<file path="src/pkg/inst_exec_pkg.sv">
// Package: constants, types and register map of the instruction executor
package inst_exec_pkg;
  // ----------------------------------------------------------------
  // Register map (byte addresses)
  // ----------------------------------------------------------------
  localparam logic [7:0] ADDR_INSTR   = 8'h00;
  localparam logic [7:0] ADDR_STATUS  = 8'h04;
  localparam logic [7:0] ADDR_ACK     = 8'h08;
  localparam logic [7:0] ADDR_DEST    = 8'h0C;
  localparam logic [7:0] ADDR_OFFS    = 8'h10;
  localparam logic [7:0] ADDR_LEN     = 8'h14;
  localparam logic [7:0] ADDR_QDATA   = 8'h18;
  localparam logic [7:0] ADDR_EVENT   = 8'h1C;
  // ----------------------------------------------------------------
  // Instruction codes
  // ----------------------------------------------------------------
  localparam logic [7:0] OP_SLEEP     = 8'h01;
  localparam logic [7:0] OP_WAKE      = 8'h02;
  localparam logic [7:0] OP_BUSY_ON   = 8'h03;
  localparam logic [7:0] OP_BUSY_OFF  = 8'h04;
  localparam logic [7:0] OP_BUS_RST   = 8'h11;
  localparam logic [7:0] OP_LINK_RST  = 8'h12;
  localparam logic [7:0] OP_LINK_INIT = 8'h13;
  localparam logic [7:0] OP_ROOT      = 8'h21;
  localparam logic [7:0] OP_GAP       = 8'h22;
  localparam logic [7:0] OP_LINK_ON   = 8'h23;
  localparam logic [7:0] OP_PING      = 8'h24;
  localparam logic [7:0] OP_WR_QUAD   = 8'h30;
  localparam logic [7:0] OP_WR_BLOCK  = 8'h31;
  // ----------------------------------------------------------------
  // Field positions and codes
  // ----------------------------------------------------------------
  localparam int          STAT_SLEEP_BIT = 4;
  localparam int          STAT_BUSY_BIT  = 5;
  localparam int          STAT_LRST_BIT  = 6;
  localparam int          STAT_RUN_BIT   = 7;
  localparam int          STAT_PEND_BIT  = 8;
  localparam int          EV_DONE_BIT    = 0;
  localparam int          EV_ERR_BIT     = 1;
  localparam int          EV_BOV_BIT     = 2;
  localparam int          EV_SID_BIT     = 3;
  localparam int          FIFO_SEL_BIT   = 3;
  localparam logic [2:0]  SPD_S100       = 3'h0;
  localparam logic [2:0]  SPD_S200       = 3'h1;
  localparam logic [2:0]  SPD_S400       = 3'h2;
  localparam logic [5:0]  PHY_BCAST      = 6'h3F;
  localparam logic [3:0]  ACK_BUSY_X     = 4'h4;
  localparam logic [1:0]  QUAD_MASK      = 2'h3;
  // Phy packet kinds driven on the phy request port
  localparam logic [1:0]  PHY_PKT_ROOT   = 2'h0;
  localparam logic [1:0]  PHY_PKT_GAP    = 2'h1;
  localparam logic [1:0]  PHY_PKT_LINKON = 2'h2;
  localparam logic [1:0]  PHY_PKT_PING   = 2'h3;

  typedef enum {
    ST_IDLE, ST_PHY_REQ, ST_BRST, ST_ARB, ST_SEND, ST_ACK
  } exec_st_t;

  // Async write request towards the packet engine
  typedef struct packed {
    logic        valid;
    logic        block;
    logic        fifo_sel;
    logic [2:0]  speed;
    logic [15:0] dest_id;
    logic [47:0] dest_off;
    logic [15:0] byte_cnt;
    logic [1:0]  pad_bytes;
    logic [31:0] quad;
  } wr_req_t;

  // Phy packet request
  typedef struct packed {
    logic        valid;
    logic [1:0]  kind;
    logic [5:0]  arg;
  } phy_req_t;
endpackage

</file>
<file path="src/hw/inst_exec.sv">
// Instruction executor with APB register slave
`timescale 1ns/100ps
module inst_exec #(
  parameter int ACK_TIMEOUT = 1000
) (
  input  wire logic                    ref_clk,
  input  wire logic                    reset_n,
  // APB slave
  input  wire logic                    psel,
  input  wire logic                    penable,
  input  wire logic                    pwrite,
  input  wire logic [7:0]              paddr,
  input  wire logic [31:0]             pwdata,
  output logic      [31:0]             prdata,
  output logic                         pready,
  output logic                         pslverr,
  // Physical layer side
  input  wire logic [1:0]              cable_con,
  input  wire logic                    phy_traffic,
  input  wire logic                    self_id_done,
  input  wire logic                    arb_gap_seen,
  input  wire logic                    arb_won,
  input  wire logic                    arb_lost,
  input  wire logic                    tx_done,
  input  wire logic                    ack_valid,
  input  wire logic [3:0]              ack_code,
  input  wire logic                    rx_async,
  input  wire logic                    rx_bcast,
  input  wire logic                    rx_self_id,
  output logic                         sleep_out,
  output logic                         bus_rst_req,
  output logic                         gap_cnt_dis_clr,
  output logic                         arb_req,
  output logic                         link_accept_all,
  output logic                         rx_store,
  output logic                         busy_ack_send,
  output logic      [3:0]              busy_ack_code,
  output inst_exec_pkg::phy_req_t      phy_req,
  input  wire logic                    phy_req_done,
  output inst_exec_pkg::wr_req_t       wr_req
);
  // ----------------------------------------------------------------
  // State
  // ----------------------------------------------------------------
  typedef struct packed {
    inst_exec_pkg::exec_st_t st;
    logic [7:0]  code;
    logic [7:0]  opnd;
    logic        sleep;
    logic        busy;
    logic        link_rst;
    logic        brst_pend;
    logic [3:0]  ack;
    logic [3:0]  events;
    logic [15:0] dest_id;
    logic [47:0] dest_off;
    logic [15:0] byte_cnt;
    logic [31:0] quad;
    logic [15:0] tmo;
    logic [31:0] rdata;
    logic        bsy_ack;
    inst_exec_pkg::phy_req_t phy;
    inst_exec_pkg::wr_req_t  wr;
  } state_t;

  state_t s_r, s_nxt;

  // Counter is 16 bits wide, so larger limits cannot be served
  if (ACK_TIMEOUT < 1 || ACK_TIMEOUT > 65535) begin : g_bad_timeout
    $error("ACK_TIMEOUT out of range");
  end

  function automatic logic speed_ok(input logic [2:0] spd);
    speed_ok = (spd == inst_exec_pkg::SPD_S100) ||
               (spd == inst_exec_pkg::SPD_S200) ||
               (spd == inst_exec_pkg::SPD_S400);
  endfunction

  logic wr_acc, rd_acc;
  assign wr_acc = psel && penable && pwrite;
  assign rd_acc = psel && !penable && !pwrite;

  // ----------------------------------------------------------------
  // Next state
  // ----------------------------------------------------------------
  always_comb begin
    logic [7:0] c;
    logic [7:0] o;
    c = pwdata[15:8];
    o = pwdata[7:0];
    s_nxt = s_r;
    s_nxt.bsy_ack = 1'b0;
    s_nxt.phy.valid = s_r.phy.valid && !phy_req_done;

    // Registers reachable in any state, sleep included
    if (wr_acc) begin
      case (paddr)
        inst_exec_pkg::ADDR_DEST:  s_nxt.dest_id = pwdata[15:0];
        inst_exec_pkg::ADDR_OFFS:  s_nxt.dest_off[31:0] = pwdata;
        inst_exec_pkg::ADDR_LEN: begin
          s_nxt.byte_cnt = pwdata[15:0];
          s_nxt.dest_off[47:32] = pwdata[31:16];
        end
        inst_exec_pkg::ADDR_QDATA: s_nxt.quad = pwdata;
        inst_exec_pkg::ADDR_EVENT:
          s_nxt.events = s_r.events & ~pwdata[3:0];
        default: ;
      endcase
    end

    // Self-ID or non-broadcast async receipt enters busy mode
    if (rx_async && !rx_bcast)
      s_nxt.busy = 1'b1;
    if (rx_self_id)
      s_nxt.busy = 1'b1;
    // Busy answers ack_busy_X, packet dropped
    if (rx_async && !rx_bcast && (s_r.busy || s_r.link_rst))
      s_nxt.bsy_ack = s_r.busy;

    // Instruction fetch, only when idle
    if (wr_acc && paddr == inst_exec_pkg::ADDR_INSTR &&
        s_r.st == inst_exec_pkg::ST_IDLE) begin
      s_nxt.code = c;
      s_nxt.opnd = o;
      case (c)
        inst_exec_pkg::OP_SLEEP:    s_nxt.sleep = 1'b1;
        inst_exec_pkg::OP_WAKE:     s_nxt.sleep = 1'b0;
        inst_exec_pkg::OP_BUSY_ON:  s_nxt.busy = 1'b1;
        inst_exec_pkg::OP_BUSY_OFF: s_nxt.busy = 1'b0;
        inst_exec_pkg::OP_BUS_RST: begin
          s_nxt.brst_pend = 1'b1;
          s_nxt.st = inst_exec_pkg::ST_BRST;
          if (cable_con == 2'b00)
            s_nxt.events[inst_exec_pkg::EV_BOV_BIT] = 1'b1;
        end
        inst_exec_pkg::OP_LINK_RST: begin
          s_nxt.link_rst = 1'b1;
          s_nxt.wr.valid = 1'b0;
          s_nxt.phy.valid = 1'b0;
          s_nxt.brst_pend = 1'b0;
        end
        inst_exec_pkg::OP_LINK_INIT: s_nxt.link_rst = 1'b0;
        inst_exec_pkg::OP_ROOT, inst_exec_pkg::OP_GAP,
        inst_exec_pkg::OP_LINK_ON, inst_exec_pkg::OP_PING: begin
          if (!s_r.link_rst && !s_r.sleep) begin
            s_nxt.phy.valid = 1'b1;
            s_nxt.phy.arg = o[5:0];
            s_nxt.phy.kind = c[1:0] - 2'h1;
            s_nxt.st = inst_exec_pkg::ST_PHY_REQ;
          end
        end
        inst_exec_pkg::OP_WR_QUAD, inst_exec_pkg::OP_WR_BLOCK: begin
          // Bad speed code: nothing starts
          if (speed_ok(o[2:0]) && !s_r.link_rst && !s_r.sleep) begin
            s_nxt.wr.block = c[0];
            s_nxt.wr.fifo_sel = o[inst_exec_pkg::FIFO_SEL_BIT];
            s_nxt.wr.speed = o[2:0];
            s_nxt.wr.dest_id = s_r.dest_id;
            s_nxt.wr.dest_off = s_r.dest_off;
            s_nxt.wr.byte_cnt = s_r.byte_cnt;
            s_nxt.wr.pad_bytes = 2'(-s_r.byte_cnt[1:0]) &
                                 inst_exec_pkg::QUAD_MASK;
            s_nxt.wr.quad = s_r.quad;
            s_nxt.st = inst_exec_pkg::ST_ARB;
          end
        end
        default: ;
      endcase
    end

    case (s_r.st)
      inst_exec_pkg::ST_IDLE: ;
      inst_exec_pkg::ST_PHY_REQ:
        if (phy_req_done || !s_r.phy.valid) begin
          s_nxt.st = inst_exec_pkg::ST_IDLE;
          s_nxt.events[inst_exec_pkg::EV_DONE_BIT] = 1'b1;
        end
      inst_exec_pkg::ST_BRST: begin
        // Held while the bus carries traffic
        if (s_r.brst_pend && !phy_traffic)
          s_nxt.brst_pend = 1'b0;
        if (!s_r.brst_pend && self_id_done) begin
          s_nxt.st = inst_exec_pkg::ST_IDLE;
          s_nxt.events[inst_exec_pkg::EV_SID_BIT] = 1'b1;
        end
      end
      inst_exec_pkg::ST_ARB:
        if (arb_gap_seen && arb_won) begin
          s_nxt.wr.valid = 1'b1;
          s_nxt.st = inst_exec_pkg::ST_SEND;
        end else if (arb_lost) begin
          s_nxt.st = inst_exec_pkg::ST_IDLE;
          s_nxt.events[inst_exec_pkg::EV_ERR_BIT] = 1'b1;
        end
      inst_exec_pkg::ST_SEND:
        if (tx_done) begin
          s_nxt.wr.valid = 1'b0;
          s_nxt.tmo = 16'(ACK_TIMEOUT);
          if (s_r.wr.dest_id[5:0] == inst_exec_pkg::PHY_BCAST) begin
            s_nxt.st = inst_exec_pkg::ST_IDLE;
            s_nxt.events[inst_exec_pkg::EV_DONE_BIT] = 1'b1;
          end else
            s_nxt.st = inst_exec_pkg::ST_ACK;
        end
      inst_exec_pkg::ST_ACK:
        if (ack_valid) begin
          s_nxt.ack = ack_code;
          s_nxt.st = inst_exec_pkg::ST_IDLE;
          s_nxt.events[inst_exec_pkg::EV_DONE_BIT] = 1'b1;
        end else if (s_r.tmo == 16'h0000) begin
          s_nxt.st = inst_exec_pkg::ST_IDLE;
          s_nxt.events[inst_exec_pkg::EV_ERR_BIT] = 1'b1;
        end else
          s_nxt.tmo = s_r.tmo - 16'h0001;
      default: s_nxt.st = inst_exec_pkg::ST_IDLE;
    endcase

    // Link reset aborts anything running
    if (wr_acc && paddr == inst_exec_pkg::ADDR_INSTR &&
        c == inst_exec_pkg::OP_LINK_RST) begin
      s_nxt.st = inst_exec_pkg::ST_IDLE;
      s_nxt.wr.valid = 1'b0;
      s_nxt.phy.valid = 1'b0;
      s_nxt.link_rst = 1'b1;
    end

    // Read data captured in setup phase, one-wait-free answer
    if (rd_acc) begin
      s_nxt.rdata = 32'h0000_0000;
      case (paddr)
        inst_exec_pkg::ADDR_INSTR:
          s_nxt.rdata[15:0] = {s_r.code, s_r.opnd};
        inst_exec_pkg::ADDR_STATUS: begin
          s_nxt.rdata[inst_exec_pkg::STAT_SLEEP_BIT] = s_r.sleep;
          s_nxt.rdata[inst_exec_pkg::STAT_BUSY_BIT] = s_r.busy;
          s_nxt.rdata[inst_exec_pkg::STAT_LRST_BIT] = s_r.link_rst;
          s_nxt.rdata[inst_exec_pkg::STAT_RUN_BIT] =
            (s_r.st != inst_exec_pkg::ST_IDLE);
          s_nxt.rdata[inst_exec_pkg::STAT_PEND_BIT] = s_r.brst_pend;
        end
        inst_exec_pkg::ADDR_ACK:   s_nxt.rdata[3:0] = s_r.ack;
        inst_exec_pkg::ADDR_DEST:  s_nxt.rdata[15:0] = s_r.dest_id;
        inst_exec_pkg::ADDR_OFFS:  s_nxt.rdata = s_r.dest_off[31:0];
        inst_exec_pkg::ADDR_LEN:
          s_nxt.rdata = {s_r.dest_off[47:32], s_r.byte_cnt};
        inst_exec_pkg::ADDR_QDATA: s_nxt.rdata = s_r.quad;
        inst_exec_pkg::ADDR_EVENT: s_nxt.rdata[3:0] = s_r.events;
        default: ;
      endcase
    end
  end

  // ----------------------------------------------------------------
  // Registers
  // ----------------------------------------------------------------
  always_ff @(posedge ref_clk) begin
    if (!reset_n) begin
      s_r <= '0;
      s_r.st <= inst_exec_pkg::ST_IDLE;
    end else
      s_r <= s_nxt;
  end

  // ----------------------------------------------------------------
  // Outputs
  // ----------------------------------------------------------------
  function automatic logic mapped(input logic [7:0] a);
    mapped = (a[1:0] == 2'b00) && (a <= inst_exec_pkg::ADDR_EVENT);
  endfunction

  assign pready          = 1'b1;
  assign pslverr         = psel && penable && !mapped(paddr);
  assign prdata          = s_r.rdata;
  assign sleep_out       = s_r.sleep;
  assign bus_rst_req     = (s_r.st == inst_exec_pkg::ST_BRST) &&
                           !s_r.brst_pend;
  assign gap_cnt_dis_clr = bus_rst_req && self_id_done;
  assign arb_req         = (s_r.st == inst_exec_pkg::ST_ARB);
  assign link_accept_all = !s_r.link_rst;
  assign rx_store        = (rx_async && !s_r.busy &&
                            (!s_r.link_rst || rx_bcast));
  assign busy_ack_send   = s_r.bsy_ack;
  assign busy_ack_code   = inst_exec_pkg::ACK_BUSY_X;
  assign phy_req         = s_r.phy;
  assign wr_req          = s_r.wr;
endmodule // inst_exec

</file>
<file path="config.mk">
export PLATFORM = sky130hd
export DESIGN_NAME = inst_exec
export DESIGN_NICKNAME = d
export VERILOG_FILES = /design/src/pkg/inst_exec_pkg.sv /design/src/hw/inst_exec.sv
export SDC_FILE = /design/constraint.sdc
export NUM_CORES = 1
export LEC_CHECK = 0
export ABC_AREA = 1
export ABC_CLOCK_PERIOD_IN_PS = 4400
export BUFFER_PORTS_ARGS = -buffer_cell sky130_fd_sc_hd__buf_2
export CORE_UTILIZATION = 55
export DETAILED_ROUTE_END_ITERATION = 7
export PLACE_DENSITY = 0.89
export REMOVE_ABC_BUFFERS = 1
export SLEW_MARGIN = 30
export SYNTH_ARGS = -nofsm -noshare
export SYNTH_HDL_FRONTEND = slang
export SYNTH_SLANG_ARGS = --single-unit
</file>
<file path="constraint.sdc">
create_clock -name ref_clk -period 4.4 [get_ports ref_clk]
set_clock_uncertainty 0.1 [all_clocks]
set_input_delay 0.66 -clock ref_clk [delete_from_list [all_inputs] [get_ports ref_clk]]
set_output_delay 0.66 -clock ref_clk [all_outputs]
set_load 0.005 [all_outputs]
</file>
# Yosys cells after proc, flatten, opt, wreduce, memory -nomap -nowiden
# Index checks and enable logic that the tools add are counted.
[classes] add_sub_neg=3 n_mul=0 div=0 order_cmp=1 eq_ne=33 n_shift=0 n_mux=62 n_bitwise=3 reduce_logical=64
[op_table] operator="$mux W32" n=11
[op_table] operator="$mux W119" n=2
[op_table] operator="$pmux W32 S6" n=1
[op_table] operator="$mux W129" n=1
[op_table] operator="$eq A32 B3 Y1 const B" n=4
[op_table] operator="$mux W116" n=1
[op_table] operator="$mux W16" n=6
[op_table] operator="$pmux W32 S3" n=1
[op_table] operator="$eq A32 B2 Y1 const B" n=2
[op_table] operator="$logic_not A32 Y1" n=2
[op_table] operator="$eq A8 B5 Y1 const B" n=7
[op_table] operator="$mux W52" n=1
[op_table] operator="$eq A8 B6 Y1 const B" n=6
[op_table] operator="$pmux W16 S3" n=1
[op_table] operator="$pmux W7 S5" n=1
[op_table] operator="$eq A32 B1 Y1 const B" n=1
[op_table] operator="$pmux W16 S2" n=1
[op_table] operator="$reduce_bool A32 Y1" n=1
[op_table] operator="$pmux W5 S6" n=1
[op_table] operator="$pmux W4 S7" n=1
[op_table] operator="$logic_and A1 B1 Y1" n=22
[op_table] operator="$mux W1" n=21
[op_table] operator="$eq A8 B2 Y1 const B" n=2
[op_table] operator="$eq A8 B3 Y1 const B" n=2
[op_table] operator="32 further kinds" n=67
[word_totals] ff_bits=350 latchBits=0 ramBits=0 romBits=0 input_bits=62 out_inout_bits=174 elab_cells=195 memories=0

# Longest topological paths before layout
# Gate-level depths: netlist of run 1.
[logic_depth] ltp_word=11 mapped_depth=14 depth_no_buf=14

# Worst setup path before layout of run 1
# Ideal clock, no wire load.
[synth_path] path_kind="input port to flip-flop" start="in paddr[5]" end="reg s_r (netlist bit phy_req[0])" setup_ps=134 arrival_time_ps=1934 required_time_ps=4166 path_slack_ps=2232 stages=11 n_path_buf=1 cell_sequence="nor2_2 > nand2_1 > nor2_4 > nand2_4 > nor2_2 > nand2_4 > buf_2 > nor2_1 > nand2_1 > nand2_1 > a21oi_1"
[synth_via] elab_chain_cells=4
[synth_lines] item="start: declaration" line_no="inst_exec.sv:12" text="input wire logic [7:0] paddr,"
[synth_lines] item="$logic_not A8 Y1" line_no="inst_exec.sv:121" text="if (wr_acc && paddr == inst_exec_pkg::ADDR_INSTR &&"
[synth_lines] item="$logic_and A1 B1 Y1 (2 in a row)" line_no="inst_exec.sv:121"
[synth_lines] item="$reduce_and A3 Y1 (no line)"
[synth_lines] item="end signal: assignment" line_no="inst_exec.sv:261" text="s_r <= s_nxt;"
[synth_lines] item="end: declaration" line_no="inst_exec.sv:66" text="state_t s_r, s_nxt;"
# No other way between the ends.
# A chain may end at the register's enable or synchronous reset.

# Final worst setup path of run 1
[layout_path] start="reg s_r[344] in the netlist's numbering" end="reg s_r (netlist bit wr_req[18])"
[layout_via] elab_chain_cells=3
[layout_lines] item="$logic_not A32 Y1" line_no="inst_exec.sv:122" text="s_r.st == inst_exec_pkg::ST_IDLE) begin"
[layout_lines] item="$logic_and A1 B1 Y1" line_no="inst_exec.sv:121"
[layout_lines] item="$reduce_and A3 Y1 (no line)"
# No other way between the ends.

==> flow_summary.yaml, run 1 <==
timing:
  finalCritPeriodShare_pct: 66.94
  slew_headroom_pct: 37.79
  finalMaxSlewViolations: 0
  max_freq_ghz: 0.3395
  worst_pin_slew_ns: 0.9299
  final_hold_viol_count: 0
  finalSetupTns_ns: 0
  whs_ns: 0.2282
  setup_violations: 0
  rsz0062_at_grt: "false"
  fin_crit_ns: 2.945
clocking:
  post_cts_resize_count: 0
  clock_latency_ns: 0.52
  htreeDepth: 2
  cts_max_path_buffers: 3
  cts_setup_buffers: 0
  tritoncts: "yes"
  path_clk_slew_ns: 0.06
  ctsHoldBuffers: 0
  cts_made_buffers: 35
  root_buffer: "clkbuf_16"
  clock-sinks: 349
worst_setup_path:
  cp_data_arrival_time_ns: 3.30
  critical-path-slowest-cell: "buf_12"
  slowest_delay_ns: 0.50
  cp-end-kind: "flop"
  rr_startpoint: "s_r[344]"
  cp_max_fo: 121
  crit_chain: "nor2_1 > nand2_1 > nor2_1 > nand2_2 > nor2_4 > nand2_2 > clkinv_2 > nand2_4 > nor2_8 > buf_12 > o21ai_0 > a21oi_1"
  required_ns: 4.75
  critPathKind: "flop to flop"
  worstRegToRegCells: 12
  crit_start: "s_r[344]"
  cp-start-kind: "flop"
route:
  drt_first_pass_iters: 5
  drc: 0
  viasPerCell: 5.587
  vias: 12970
  first_iter_violations: 1392
  post_drt_wl_per_cell_um: 17.15
  wl_um: 39800
  drtAntennaViolNets: 0
floorplanning:
  die_h_um: 167.1
  design.core.area_um2: 26880
  rows: 60
  ioPinCount: 236
  fp.dieW_um: 167.1
  die-area_um2: 27920
  start_util_pct: 55.78
final_layout:
  final_nets: 2022
  drive_gt1_share_pct: 18.85
  fillers: 2298
  post-route-cell-area_um2: 16190
  utilization_pct: 60.24
  seq_area_um2: 6987
  syn2layout_area_growth_pct: 7.987
  multiInputGateArea_um2: 5782
yosys:
  synthTopCellsByCount: "349 x dfxtp_1, 213 x o21ai_0, 212 x nor2_1"
  ys_types: 44
  yosys_warnings: 0
  synth_top_cell_by_area: "dfxtp_1"
  synth_seq_area_share_pct: 46.60
  synth.area.top_cells: "dfxtp_1 47%, buf_4 8.6%, o21ai_0 7.1%"
  synth_flop_cell: "dfxtp_1"
  synth_area_um2: 14990
  synth_most_common_cell: "dfxtp_1"
  async_flop_share_pct: 0
  syn_area_per_cell_um2: 7.841
  syn_inst: 1912
  synth_edf_count: 0
  ys_seq_elements: 349
  synth_top_area_share_pct: 46.60
min_path:
  hold_class: "primary input to flop"
  worstHoldPathCells: 2
  worstHoldStart: "rx_bcast"
grt:
  antenna_found_initial: 2
  grt_pass1_vias: 12050
  grt_usage_pct: 27.74
  grt_pass1_wl_um: 62100
  grt-ovfl-total: 0
  grt_max_degree: 182
placed_design:
  io_buffer_count: 230
  place.gp.congestion: 0.9266
  dpl-instance-area_um2: 15090
  hpwl_um: 26390
power:
  p_total_w: 0.006234
  total_leakage_power_nw: 7.036
  power_density_nw_per_um2: 385.1
  ir_drop_mv: 0.3061
flow_run:
  drv_cap: 0
status:
  status: "finished clean"
stage by stage:
| step | std cells | setup WS [ns] |
|---|---|---|
| finish | 2321 | 1.455 |
| global placement | 2259 | 1.171 |
| floorplan | 1675 | 0.2970 |
| global route | 2320 | 1.199 |
| CTS | 2320 | 1.429 |
| detailed placement | 2259 | 1.054 |
worst max-delay path, delay by kind of cell, from the launching register on:
family / cells / cell delay [ns]
AOI/OAI and AO/OA: 2 / 0.34
and+or+nand+nor: 8 / 1.42
buffers and inverters: 2 / 0.63
DFF: 1 / 0.29
area by class of cell:
class / count / area share, %
Clock inverter: 9 / 0.5796
Sequential cell: 349 / 43.16
Clock buffer: 52 / 6.183
Multi-Input combinational cell: 1162 / 35.71
Inverter: 164 / 3.810
Tap cell: 341 / 2.635
Timing Repair Buffer: 243 / 7.906
Antenna cell: 1 / 0.01546
path summary, 6_finish.rpt:
check	slack [ns]	to
min	0.23	busy_ack_send
min reg2reg	0.35	s_r[311]
max	1.45	wr_req[18]
max reg2reg	1.45	wr_req[18]
registers in the layout, summed over array words and instances, names as in the netlist:
register and flops:
phy_req 9, sleep_out 1, s_r 187, wr_req 119, busy_ack_send 1, prdata 32
layer usage:
layer | share of wire (%) | track usage (%) | vias up | wire, um
met5 | 0.020 | 0 | - | 8
met4 | 4.3 | 14.17 | 2 | 1704
met3 | 9.5 | 5.838 | 121 | 3776
met2 | 47 | 46.84 | 629 | 18740
met1 | 39 | 33.36 | 6007 | 15570
li1 | - | - | 6208 | -
power breakdown:
| group | total (W) | internal (W) | leakage (nW) | switching (W) |
|---|---|---|---|---|
| Sequential | 0.00318 | 0.00318 | 2.82 | 0.00000576 |
| Combinational | 0.000184 | 0.0000511 | 3.68 | 0.000133 |
| Clock | 0.00287 | 0.00165 | 0.534 | 0.00122 |
logic make-up after synthesis:
logic type | after synthesis | synth area share (%)
compound gates | 579 | 21.23
simple gates | 532 | 15.21
buf+inv | 433 | 15.78
fa+ha+maj | 5 | 0.4173
flops | 349 | 46.60
other cells | 2 | 0.05009
xor+xnor | 12 | 0.7010
layout by cell type (no fill, tap or decap), types with 41 or more instances in the layout:
cell	count
a21oi_1	209
a21oi_2	41
buf_2	229
dfxtp_1	349
inv_1	152
nand2_1	197
nand3_1	62
nor2_1	210
o21ai_0	213
o21ai_1	61
Note: power is estimated with default switching activity, not from simulation.
==> inputs of run 2 (changes only) <==
--- a/config.mk
+++ b/config.mk
@@ -6,7 +6,7 @@
 export NUM_CORES = 1
 export LEC_CHECK = 0
 export ABC_AREA = 1
-export ABC_CLOCK_PERIOD_IN_PS = 4400
+export ABC_CLOCK_PERIOD_IN_PS = 2930
 export BUFFER_PORTS_ARGS = -buffer_cell sky130_fd_sc_hd__buf_2
 export CORE_UTILIZATION = 55
 export DETAILED_ROUTE_END_ITERATION = 7
==> constraint.sdc (replaced) <==
create_clock -name ref_clk -period 2.93 [get_ports ref_clk]
set_clock_uncertainty 0.1 [all_clocks]
set_input_delay 0.4395 -clock ref_clk [delete_from_list [all_inputs] [get_ports ref_clk]]
set_output_delay 0.4395 -clock ref_clk [all_outputs]
set_load 0.005 [all_outputs]
==> flow_summary.yaml, run 2 (synthesis results as in run 1) <==
route:
  viasPerCell: 5.581
  drc: 0
  first_iter_violations: 1522
  drtAntennaViolNets: 0
  drt_first_pass_iters: 5
  wl_um: 40520
  vias: 13130
  post_drt_wl_per_cell_um: 17.23
timing:
  rsz0062_at_grt: "false"
  worst_pin_slew_ns: 0.7570
  setup_violations: 0
  slew_headroom_pct: 49.53
  whs_ns: 0.05789
  finalMaxSlewViolations: 0
  final_hold_viol_count: 0
  fin_crit_ns: 2.398
  finalCritPeriodShare_pct: 81.84
  finalWorstSetupSlack_ns: 0.5321
  max_freq_ghz: 0.4170
power:
  power_density_nw_per_um2: 583.1
  p_total_w: 0.009660
  ir_drop_mv: 0.4307
  p_clk_share_pct: 47.5
  switching_share_pct: 22.19
  pwr-share-seq_pct: 49.5
  combPwrFrac_pct: 3.0
  total_leakage_power_nw: 7.247
  p_switching_w: 0.002144
  internal_power_w: 0.007517
clocking:
  cts_made_buffers: 36
  clock_latency_ns: 0.54
  clock-sinks: 349
  path_clk_slew_ns: 0.06
  cts_setup_buffers: 0
  cts_max_path_buffers: 3
  tritoncts: "yes"
  root_buffer: "clkbuf_16"
  htreeDepth: 2
placed_design:
  hpwl_um: 27220
  io_buffer_count: 230
  dp_cells: 2284
  place.gp.congestion: 0.9137
  pre_cts_ws_ns: 0.3891
worst_setup_path:
  cp_num_buf_inv: 1
  cp_data_arrival_time_ns: 1.86
  required_ns: 2.39
  critPathKind: "flop to output port"
  critPathTopFamily: "simple AND/OR/NAND/NOR gates"
  slowest_delay_ns: 0.30
  cp-end-kind: "output port"
  crit_chain: "nor2_1 > nand2_1 > nor2_1 > nand2_2 > nor2_4 > nand3_1 > nor2_1 > buf_2"
  cpMostUsedCell: "nor2_1"
  cp-start-kind: "flop"
  critical-path-slowest-cell: "dfxtp_1"
  cp_max_fo: 7
floorplanning:
  design.core.area_um2: 26880
  start_util_pct: 55.78
  fp.dieW_um: 167.1
  die_h_um: 167.1
  die-area_um2: 27920
  rows: 60
  ioPinCount: 236
grt:
  grt_pass1_wl_um: 64320
  grt_pass1_vias: 12430
  grt-ovfl-total: 0
  grt_max_degree: 92
  grt_usage_pct: 28.60
  antenna_found_initial: 1
final_layout:
  layout_common_cells: "349 x dfxtp_1, 229 x buf_2, 213 x o21ai_0"
  utilization_pct: 61.64
  top_register: "s_r"
  syn2layout_area_growth_pct: 10.51
  layoutNonFillerInstCount: 2352
  drive_gt1_share_pct: 20.21
  largest_reg_flops: 187
  seq_area_um2: 6987
  fillers: 2288
  final_nets: 2049
  multiInputGateArea_um2: 5777
  final_common_cell: "dfxtp_1"
status:
  status: "finished clean"
min_path:
  hold_class: "primary input to flop"
flow_run:
  drv_cap: 0
## run 2: changes by cell type in the layout (fill, tap and decap cells not counted), moves of 2 or more
| cell | previous run | this run |
|---|---|---|
| buf_4 | 11 | 29 |
| clkinv_2 | 5 | 7 |
| buf_12 | 2 | 9 |
| clkbuf_1 | 12 | 8 |
| clkbuf_8 | 4 | 7 |
## run 2: power groups by stage
stage | Combinational (W) | Clock [W] | Sequential (W)
2_1_floorplan | 0.000105 | 0 | 0.00489
3_3_place_gp | 0.000271 | 0 | 0.00489
3_5_place_dp | 0.000276 | 0 | 0.00489
4_1_cts | 0.000280 | 0.00462 | 0.00478
5_1_grt | 0.000315 | 0.00481 | 0.00478
6_report | 0.000288 | 0.00459 | 0.00478
## run 2: timing repair
action                    4_1_cts  5_1_grt
gates resized for setup         0        0
hold endpoints to repair        1        0
hold buffers                    1        0
## run 2: layer usage
| metal | vias up | GRT usage [%] | part of all wire [%] |
|---|---|---|---|
| met5 | - | 0 | 0 |
| met4 | 0 | 14.45 | 4.4 |
| met3 | 129 | 4.845 | 9.4 |
| met2 | 700 | 46.50 | 46 |
| met1 | 6022 | 36.72 | 40 |
| li1 | 6275 | - | - |
## run 2: worst register-to-register path: stages (launching register included)
cell and delay (ns):
dfxtp_1 0.30, nor2_1 0.10, nand2_1 0.07, nor2_1 0.11
nand2_2 0.14, nor2_4 0.21, nand2_2 0.10, clkinv_2 0.12
nand2_4 0.14, nor2_8 0.21, inv_2 0.31, nand2_1 0.18
inv_1 0.05, nor2_1 0.09, nor2_1 0.04
## run 2: worst paths after layout
kind                            startpoint         endpoint  slack, ns  depth (start not counted)
worst max-delay path              s_r[336]  gap_cnt_dis_clr       0.53                          8
worst min-delay path            pwdata[18]         s_r[244]       0.06                          3
worst max register to register    s_r[336]       wr_req[33]       0.55                         14
worst min register to register    s_r[311]         s_r[311]       0.36                          2
## run 2: layout make-up
type	instances	share of cell area, %
diodes	2	0.03021
flip-flops and latches	349	42.17
inverters	164	3.723
multi-input cells	1162	34.87
repair buffers	269	9.448
clock buffers	51	6.200
clock inverters	14	0.9818
well taps	341	2.575
## run 2: metrics by stage
| stage | cell area [um^2] | setup TNS (ns) |
|---|---|---|
| floorplan | 13360 | -66.57 |
| global placement | 15360 | 0 |
| detailed placement | 15360 | 0 |
| CTS | 16560 | 0 |
| global route | 16560 | 0 |
| finish | 16570 | 0 |
==> inputs of run 3 (changes only) <==
--- a/config.mk
+++ b/config.mk
@@ -6,11 +6,11 @@
 export NUM_CORES = 1
 export LEC_CHECK = 0
 export ABC_AREA = 1
-export ABC_CLOCK_PERIOD_IN_PS = 2930
+export ABC_CLOCK_PERIOD_IN_PS = 2100
 export BUFFER_PORTS_ARGS = -buffer_cell sky130_fd_sc_hd__buf_2
-export CORE_UTILIZATION = 55
+export CORE_UTILIZATION = 51
 export DETAILED_ROUTE_END_ITERATION = 7
-export PLACE_DENSITY = 0.89
+export PLACE_DENSITY = 0.87
 export REMOVE_ABC_BUFFERS = 1
 export SLEW_MARGIN = 30
 export SYNTH_ARGS = -nofsm -noshare
==> constraint.sdc (replaced) <==
create_clock -name ref_clk -period 2.1 [get_ports ref_clk]
set_clock_uncertainty 0.1 [all_clocks]
set_input_delay 0.315 -clock ref_clk [delete_from_list [all_inputs] [get_ports ref_clk]]
set_output_delay 0.315 -clock ref_clk [all_outputs]
set_load 0.005 [all_outputs]
==> flow_summary.yaml, run 3 (synthesis results as in run 1) <==
status:
  status: "complete, but fails checks"
  violations: "negative setup slack"
grt:
  grt_usage_pct: 27.40
  grt_pass1_vias: 13030
  antenna_found_initial: 2
  grt_max_degree: 155
  grt-ovfl-total: 0
  grt_pass1_wl_um: 66410
power:
  power_density_nw_per_um2: 765.4
  total_leakage_power_nw: 7.984
  ir_drop_mv: 0.5984
worst_setup_path:
  worstRegToRegCells: 14
  slowest_delay_ns: 0.56
  cp-end-kind: "flop"
  cp_max_fo: 18
  cp_data_arrival_time_ns: 2.45
  crit_chain: "dlygate4sd3_1 > buf_2 > nor2_2 > nand3_2 > nor2_2 > nand2_2 > nor2_8 > buf_6 > inv_2 > buf_12 > nor2_1 > nor2_1"
  required_ns: 2.43
  crit_end: "wr_req[74]"
  crit_start: "pwdata[14]"
  r2r_slack_ns: 0.01
  worst_r2r_endpoint: "wr_req[74]"
  rr_startpoint: "s_r[320]"
  critical-path-slowest-cell: "dlygate4sd3_1"
  cp-start-kind: "primary input"
  critPathKind: "primary input to flop"
route:
  drc: 0
  viasPerCell: 5.548
  post_drt_wl_per_cell_um: 18.34
  drt_first_pass_iters: 6
  wl_um: 46090
  drtAntennaViolNets: 0
  vias: 13940
  first_iter_violations: 1472
floorplanning:
  design.core.area_um2: 28780
  start_util_pct: 52.09
  die-area_um2: 30080
  ioPinCount: 236
  fp.dieW_um: 173.5
  die_h_um: 173.5
  rows: 62
timing:
  slew_headroom_pct: 52.68
  max_freq_ghz: 0.4703
  final_hold_viol_count: 0
  worst_pin_slew_ns: 0.7087
  setup_violations: 3
  fin_crit_ns: 2.126
  finalSetupTns_ns: -0.03944
  rsz0062_at_grt: "true"
  finalCritPeriodShare_pct: 101.2
  finalWorstSetupSlack_ns: -0.02623
  finalMaxSlewViolations: 0
  whs_ns: 0.01987
final_layout:
  drive_gt1_share_pct: 24.72
  final_nets: 2167
  largest_reg_flops: 187
  syn2layout_area_growth_pct: 21.25
  top_register: "s_r"
  final_common_cell: "dfxtp_1"
  layout_common_cells: "348 x dfxtp_1, 229 x buf_2, 207 x o21ai_0"
clocking:
  htreeDepth: 2
  cts_max_path_buffers: 3
  root_buffer: "clkbuf_16"
  clock-sinks: 349
  tritoncts: "yes"
  cts_made_buffers: 38
  path_clk_slew_ns: 0.06
  clock_latency_ns: 0.53
flow_run:
  drv_cap: 0
placed_design:
  place.gp.congestion: 0.9194
  io_buffer_count: 230
  hpwl_um: 28800
min_path:
  hold_class: "primary input to flop"
run 3: changes by cell type in the layout (fill, tap and decap cells not counted), moves of 3 or more:
cell,before,now
a21oi_1,209,206
a21oi_2,41,44
buf_12,9,16
buf_4,29,83
buf_6,1,15
clkbuf_16,36,49
dlygate4sd3_1,1,29
nand3_1,62,59
nor2_1,210,198
nor2_2,5,17
o21ai_0,213,207
o21ai_1,61,65
run 3: per-stage QoR:
step                      total power (W)  setup slack (ns)  std cells  utilization, %  cell area, um^2
after floorplan                  0.006963            -1.658       1675               -            13360
after global placement           0.007215           0.02937       2377           55.04            15840
after detailed placement         0.007225          -0.09338       2377           55.04            15840
after CTS                         0.01393          -0.02313       2478           60.75            17480
after global routing              0.01427           -0.1157       2512           63.15            18170
final                             0.01391          -0.02623       2513           63.16            18180
run 3: worst min-delay path by stage:
stage	end	slack [ns]	depth (start not counted)	startpoint
detailed placement	s_r[309]	0.34	2	s_r[309]
finish	s_r[237]	0.02	3	pwdata[11]
global placement	s_r[313]	0.33	2	s_r[313]
global route	s_r[237]	0.02	3	pwdata[11]
floorplan	busy_ack_send	0.29	1	rx_bcast
CTS	s_r[216]	0.003	3	pwdata[6]
run 3: what timing repair did:
item,4_1_cts,5_1_grt
endpoints found under the hold margin,37,0
cloned,0,16
endpoints found under the setup margin,4,143
setup buffers,4,18
gates resized for setup,10,57
pin swaps,5,11
hold buffers,29,0
run 3: routing by layer:
layer  up-vias  part of all wire [%]  GRT usage [%]
met2       793                    47          46.13
li1       6507                     -              -
met4         2                   4.7          13.20
met5         -                 0.022         0.4808
met3       174                   9.6          5.395
met1      6466                    39          33.49
run 3: power by group:
group          switching (W)  internal, W
Sequential         0.0000153      0.00666
Combinational       0.000304     0.000170
Clock                0.00271      0.00405
run 3: worst max-delay path: cells and delay by family:
| family | cells | cell delay, ns |
|---|---|---|
| and+or+nand+nor | 7 | 1.00 |
| buffers and inverters | 5 | 1.11 |
run 3: layout make-up:
cell class	instances	area [um^2]
fill	2328	10600
tap	384	480.5
sequential	349	6988
clock buffer	53	1099
timing repair buffer	384	2854
clock inverter	15	182.7
inverter	164	625.6
antenna	1	2.502
multi-input combinational	1163	5946
